`src/core/alfo_pkg.sv`:
```
// Package for the literal and file arithmetic datapath: opcodes, fields and flag positions.
`default_nettype none
package alfo_pkg;
  localparam int unsigned DATA_W  = 8;
  localparam int unsigned INSN_W  = 14;
  localparam int unsigned ADDR_W  = 7;
  localparam logic [5:0] OPC_AND_LIT_VAL  = 6'h39;
  localparam logic [4:0] OPC_ADD_LIT_HI   = 5'h1f;
  localparam logic [5:0] OPC_ADD_FILE_VAL = 6'h07;
  localparam logic [5:0] OPC_AND_FILE_VAL = 6'h05;
  localparam int unsigned OPC_HI = 13;
  localparam int unsigned OPC_LO = 8;
  localparam int unsigned DIR_BIT = 7;
  localparam int unsigned CARRY_POS  = 0;
  localparam int unsigned DIGIT_POS  = 1;
  localparam int unsigned ZERO_POS   = 2;
  localparam logic [6:0] STATUS_ADDR = 7'h03;
  localparam logic [6:0] TIMER_ADDR  = 7'h01;
  localparam logic [7:0] WORK_RESET  = 8'h00;
  localparam logic [2:0] FLAGS_RESET = 3'h0;
  localparam logic [7:0] LOW_NIB_MASK = 8'h0f;
  // Write-back request towards the file register space.
  typedef struct packed {
    logic       we;
    logic [6:0] addr;
    logic [7:0] data;
  } alfo_file_wr_type;
  // Operation selected by the decode.
  typedef enum logic [2:0] {OP_NONE, OP_ADDL, OP_ANDL, OP_ADDF, OP_ANDF} alfo_op_type;
endpackage : alfo_pkg
`default_nettype wire

```
`src/core/alfo_adder.sv`:
```
// Eight bit adder producing sum, carry out of bit 7 and carry out of bit 3.
`timescale 1ns/1ns
`default_nettype none
module alfo_adder
  import alfo_pkg::*;
(
  input  wire logic [7:0] a_i,
  input  wire logic [7:0] b_i,
  output logic      [7:0] sum_o,
  output logic            carry_o,
  output logic            digit_o
);
  logic [8:0] full_sum;
  logic [4:0] low_sum;
  // Carries come from separate widened sums so no bit is lost.
  assign full_sum = {1'b0, a_i} + {1'b0, b_i};
  assign low_sum  = {1'b0, a_i[3:0]} + {1'b0, b_i[3:0]};
  assign sum_o    = full_sum[7:0];
  assign carry_o  = full_sum[8];
  assign digit_o  = low_sum[4];
endmodule : alfo_adder
`default_nettype wire

```
`src/core/alfo_alu.sv`:
```
// Datapath for add and and instructions with literal or file register operands.
`timescale 1ns/1ns
`default_nettype none
module alfo_alu
  import alfo_pkg::*;
(
  input  wire logic                   CLK_I,
  input  wire logic                   ARST_N_I,
  input  wire logic                   INSN_VALID_I,
  input  wire logic [INSN_W-1:0]      INSN_I,
  input  wire logic [DATA_W-1:0]      FILE_RDATA_I,
  input  wire logic                   FILE_IS_PORT_I,
  input  wire logic [DATA_W-1:0]      PIN_LEVELS_I,
  input  wire logic                   PRESCALER_TO_TIMER_I,
  output logic      [ADDR_W-1:0]      FILE_ADDR_O,
  output alfo_file_wr_type            FILE_WR_O,
  output logic                        PRESCALER_CLR_O,
  output logic      [DATA_W-1:0]      WORK_O,
  output logic                        CARRY_O,
  output logic                        DIGIT_CARRY_O,
  output logic                        ZERO_O
);
  logic [DATA_W-1:0] work_ff;
  logic [DATA_W-1:0] nxt_work;
  logic [2:0]        flags_ff;
  logic [2:0]        nxt_flags;
  alfo_file_wr_type  wr_ff;
  alfo_file_wr_type  nxt_wr;
  logic              pre_clr_ff;
  logic              nxt_pre_clr;
  alfo_op_type       op;
  wire  [5:0]        opc     = INSN_I[OPC_HI:OPC_LO];
  wire  [7:0]        literal = INSN_I[7:0];
  wire               dir     = INSN_I[DIR_BIT];
  wire  [6:0]        addr    = INSN_I[6:0];
  wire  [7:0]        file_op;
  wire  [7:0]        operand;
  wire  [7:0]        sum;
  wire               sum_c;
  wire               sum_dig;
  wire  [7:0]        and_res;
  wire  [7:0]        result;
  wire               is_add;
  wire               is_file;
  wire               to_file;
  wire  [2:0]        new_flags;
  wire  [7:0]        wr_data;

  // Opcode decode; anything else leaves state untouched.
  // The add literal pattern ignores its lowest opcode bit, so two codes map to it.
  assign op = !INSN_VALID_I                       ? OP_NONE :
              (opc[5:1] == OPC_ADD_LIT_HI)        ? OP_ADDL :
              (opc == OPC_AND_LIT_VAL)            ? OP_ANDL :
              (opc == OPC_ADD_FILE_VAL)           ? OP_ADDF :
              (opc == OPC_AND_FILE_VAL)           ? OP_ANDF :
                                                    OP_NONE;
  assign is_add  = (op == OP_ADDL) || (op == OP_ADDF);
  assign is_file = (op == OP_ADDF) || (op == OP_ANDF);
  assign to_file = is_file && dir;

  // Ports are read at the pins so read-modify-write sees external levels.
  assign file_op = FILE_IS_PORT_I ? PIN_LEVELS_I : FILE_RDATA_I;
  assign operand = is_file ? file_op : literal;
  assign and_res = work_ff & operand;
  assign result  = is_add ? sum : and_res;
  assign FILE_ADDR_O = addr;

  alfo_adder u_adder (
    .a_i     (work_ff),
    .b_i     (operand),
    .sum_o   (sum),
    .carry_o (sum_c),
    .digit_o (sum_dig)
  );

  // Adds touch all three flags, ands only zero.
  assign new_flags[ZERO_POS]  = (result == '0);
  assign new_flags[CARRY_POS] = is_add ? sum_c   : flags_ff[CARRY_POS];
  assign new_flags[DIGIT_POS] = is_add ? sum_dig : flags_ff[DIGIT_POS];

  // Status writes keep the fresh flags over the data bits.
  // Without this a stale data bit would overwrite a flag that the instruction just set.
  assign wr_data = (addr == STATUS_ADDR) ?
                   {result[7:3], new_flags[ZERO_POS], new_flags[DIGIT_POS],
                    new_flags[CARRY_POS]} : result;

  // Next state selection.
  always_comb begin
    nxt_work    = work_ff;
    nxt_flags   = flags_ff;
    nxt_wr      = '0;
    nxt_pre_clr = 1'b0;
    if (op != OP_NONE) begin
      nxt_flags = new_flags;
      if (to_file) begin
        nxt_wr.we   = 1'b1;
        nxt_wr.addr = addr;
        nxt_wr.data = wr_data;
        nxt_pre_clr = (addr == TIMER_ADDR) && PRESCALER_TO_TIMER_I;
      end else begin
        nxt_work = result;
      end
    end
  end

  // State registers.
  always_ff @(posedge CLK_I or negedge ARST_N_I) begin
    if (!ARST_N_I) begin
      work_ff    <= WORK_RESET;
      flags_ff   <= FLAGS_RESET;
      wr_ff      <= '0;
      pre_clr_ff <= 1'b0;
    end else begin
      work_ff    <= nxt_work;
      flags_ff   <= nxt_flags;
      wr_ff      <= nxt_wr;
      pre_clr_ff <= nxt_pre_clr;
    end
  end

  assign WORK_O          = work_ff;
  assign FILE_WR_O       = wr_ff;
  assign PRESCALER_CLR_O = pre_clr_ff;
  assign CARRY_O         = flags_ff[CARRY_POS];
  assign DIGIT_CARRY_O   = flags_ff[DIGIT_POS];
  assign ZERO_O          = flags_ff[ZERO_POS];
endmodule : alfo_alu
`default_nettype wire

```
`config.mk`:
```
export PLATFORM = sky130hd
export DESIGN_NAME = alfo_alu
export DESIGN_NICKNAME = d
export VERILOG_FILES = /design/src/core/alfo_pkg.sv /design/src/core/alfo_adder.sv /design/src/core/alfo_alu.sv
export SDC_FILE = /design/constraint.sdc
export NUM_CORES = 1
export LEC_CHECK = 0
export ABC_AREA = 1
export BUFFER_PORTS_ARGS = -buffer_cell sky130_fd_sc_hd__buf_2
export CAP_MARGIN = 20
export CORE_MARGIN = 4
export CORE_UTILIZATION = 30
export CTS_CLUSTER_DIAMETER = 40
export DETAILED_ROUTE_END_ITERATION = 8
export SYNTH_ARGS = -nofsm -noshare
export SYNTH_HDL_FRONTEND = slang
export SYNTH_SLANG_ARGS = --single-unit
export TNS_END_PERCENT = 50
```
`constraint.sdc`:
```
create_clock -name CLK_I -period 1.6 [get_ports CLK_I]
set_input_delay 0.16 -clock CLK_I [delete_from_list [all_inputs] [get_ports CLK_I]]
set_output_delay 0.16 -clock CLK_I [all_outputs]
set_load 0.01 [all_outputs]
```
==> reports/qor.txt <==
Synthesized area: 0.00187 mm2
Switching power: 500 uW
Die ar.: 0.00757 mm2
Worst Tran Pin Value: 0.591 ns
Pre-CTS setup slack: -1.02 ns
CP Launch Point: INSN_I[10]
Clock Path Buffers: 2
Crit path max fanout: 5
IO Count: 70
Num CTS Buffers: 3
Internal power: 1.34 mW
Clock skew: 0.00572 ns
Critical path required time: 1.80 ns
Core region area: 0.00599 mm2
Syn_nets: 307
Total GRT Usage: 14.7%
Fin worst setup slack: -0.534 ns
Syn Area/Cell: 7.14 um2
Slew headroom: 60.6%
Placed Cells: 449
Hold path start: INSN_I[4]
Drt wl/cell: 12.1 um
Final setup viols: 19
Initial Utilization: 31.2%
CP Data Arrival Time: 2.34 ns
Grt total ovfl: 0
Fmax achieved: 469 MHz
Nets: 438
Crit-path max cell delay: 0.37 ns
Worst path bufs/invs: 4
Post-synthesis mux area share: 1.94%
Drt total wl: 5.64 mm
Slowest-stage cell, CP: ha_1
CTS tree: done
FILL cells: 571
Post-DP HPWL: 4.57 mm
Worst hold-check path type: in -> reg
Die height: 87.0 um
Pin count of the biggest net entering global routing: 29
CTS clk-pin slew, worst paths: 0.09 ns
Compound-Gate Fraction of Synth Area: 9.16%
# DRC: 0
Site Rows: 28
Crit path cell chain: buf_6, inv_4, nor2_4, nand4_1, nand2_4, buf_4, buf_4, o211ai_1, o21ai_1, ha_1, nand2_1, nand2_2, a21oi_2, nand3_1, nand3_2, nand2_2, nor2_2, nand3_2, a21oi_2
Crit start category: input port
Max-Cap Viols: 0
Reg power frac: 41.5%
Top Family by Delay on Critical Path: simple AND/OR/NAND/NOR gates
Final cell count without fillers: 467
Comb pwr share: 28.9%
Register area share after synthesis: 37.4%
Root Driver: clkbuf_8
XOR/XNOR Fraction of Synth Area: 0.936%
Clk sink count: 28
1st-iter DRT viols: 64
Slew Viols, Final: 0
Status: finished, violations left
First-pass GRT wire length: 8.98 mm
Final instance area: 0.00310 mm2
Layout cells sized above 1: 50.8%
PortBufs: 69
Total negative slack: -7.31 ns
Power, Total: 1.84 mW
RSZ-0062 raised after global routing: true
Clock latency on the worst-skew pair: 0.27 ns
Clock group share of total power: 29.6%
Final hold violations: 0
Area occupied by multi-input gates: 0.00111 mm2
Critical path type: in -> reg
Initial antenna violation count: 0
Failing checks: setup timing
Yosys reg bits: 28
Leakage: 1.81 nW
Antenna Cells: 0
Adder-cell share of the synthesized area: 7.09%
Synth unique cells: 26
FF+latch area: 701 um2
Post-Synth Simple-Gate Area: 30.1%
Reg2reg start: WORK_O[0]
Post-layout min period: 2.13 ns
H-tree depth: 1
Maximum VDD drop: 0.472 mV
Final worst path period share: 133%
Area growth, synth to finish: 65.4%
Vias per inst: 4.44
CP endpoint kind: register
Synth Warn #: 0
Iteration count of the initial detailed-routing pass: 4
P per Cell Area: 593 mW/mm2
Sw frac: 27.2%
Via count: 2074
DP Area: 0.00270 mm2
Number of global-route vias before repair: 2004
RePlAce Congestion: 0.861
Main combinational cell family by area after synthesis: simple AND/OR/NAND/NOR gates
ANT nets after route: 0
Syn Inst Count: 262
Die W: 87.0 um
==> routing by layer <==
| layer | part of all wire (%) | track usage (%) |
|---|---|---|
| met5 | 0 | 0 |
| met4 | 1.8 | 4.96 |
| met3 | 3.3 | 1.04 |
| met2 | 53 | 26.4 |
| met1 | 42 | 18.6 |
==> repair_timing <==
item,CTS,global route
pin swaps,26,40
hold buffers,1,0
endpoints found under the setup margin,18,19
endpoints found under the hold margin,28,0
gates resized for setup,38,28
gates cloned,1,0
setup buffers,8,5
==> power groups by stage <==
stage,clock (mW),combinational (mW),sequential (mW)
2_1_floorplan,0,0.201,0.789
3_3_place_gp,0,0.451,0.776
3_5_place_dp,0,0.457,0.775
4_1_cts,0.555,0.509,0.762
5_1_grt,0.593,0.583,0.766
6_report,0.543,0.531,0.762
==> synth_stat cells <==
cell type | number | share of area (%)
nor2_1 | 27 | 5.4
buf_6 | 1 | 0.60
nor3_1 | 2 | 0.53
nand3_2 | 2 | 1.1
o21ai_1 | 4 | 1.1
fa_1 | 1 | 1.1
a31oi_1 | 1 | 0.33
nand2_2 | 3 | 1.0
mux2_2 | 1 | 0.60
nor2_2 | 1 | 0.33
mux2_4 | 1 | 0.80
buf_2 | 1 | 0.27
clkbuf_1 | 2 | 0.40
nand2_1 | 73 | 15
inv_1 | 46 | 9.2
dfrtp_1 | 28 | 37
a21oi_1 | 8 | 2.1
nand2_4 | 2 | 1.2
o21ai_0 | 12 | 3.2
o211ai_1 | 6 | 2.4
nand4_1 | 5 | 1.7
xor2_1 | 2 | 0.94
nand3_1 | 16 | 4.3
buf_4 | 7 | 2.8
mux2i_1 | 1 | 0.53
ha_1 | 9 | 6.0
==> per-stage QoR <==
step,hold slack [ns],util (%)
4_1_cts,0.122,49.8
2_1_floorplan,-0.136,-
3_5_place_dp,0.207,45.1
3_3_place_gp,0.196,45.1
5_1_grt,0.128,51.7
6_report,0.126,51.7
==> placed cells by master, fill, tap and decap left out, types with 2 or more instances in the layout <==
master,Yosys,routed
inv_1,46,39
xor2_1,2,2
clkbuf_8,0,3
nand3_1,16,10
nor2_4,0,4
buf_4,7,60
inv_2,0,3
nand2_4,2,5
inv_4,0,2
nand2_2,3,18
nand2_1,73,56
o21ai_0,12,2
dfrtp_1,28,28
ha_1,9,8
o21ai_1,4,11
o21ai_2,0,3
buf_2,1,63
buf_8,0,2
nor3_1,2,2
buf_6,1,9
nor2_2,1,5
nand4_1,5,5
a21oi_1,8,3
nand3_2,2,8
a21oi_2,0,4
o211ai_1,6,6
nor2_1,27,19
==> logic make-up (layout without fill, tap and decap cells) <==
group / Yosys count / in the layout
AND/OR/NAND/NOR: 131 / 132
buffers and inverters: 57 / 186
AO/OA/AOI/OAI: 31 / 31
flip-flops: 28 / 28
adder cells (fa/ha/maj): 10 / 10
multiplexers: 3 / 3
XOR/XNOR: 2 / 2
==> state kept, by name, summed over array words and instances (netlist names) <==
name,cells
FILE_WR_O,16
WORK_O,8
flags_ff,3
PRESCALER_CLR_O,1
==> path summary, 6_finish.rpt <==
check | endpoint | slack, ns | cells after the start
min reg2reg | flags_ff[2] | 0.54 | 2
min | FILE_WR_O[12] | 0.13 | 3
min in group asynchronous | FILE_WR_O[10] | 0.43 | 2
max reg2reg | FILE_WR_O[2] | -0.30 | 13
max in group asynchronous | FILE_WR_O[1] | 0.78 | 2
max | FILE_WR_O[2] | -0.53 | 19
==> area by class of cell <==
| class | count | share of cell area (%) |
|---|---|---|
| multi-input cells | 178 | 36.0 |
| flip-flops and latches | 28 | 22.6 |
| well taps | 75 | 3.03 |
| clock inverters | 1 | 0.970 |
| clock buffers | 3 | 1.33 |
| repair buffers | 136 | 29.9 |
| inverters | 46 | 6.14 |
==> worst min-delay path, stage by stage <==
cell	delay (ns)
buf_2	0.10
inv_1	0.06
nor2_1	0.04
Power figures use the tool's default switching activity.
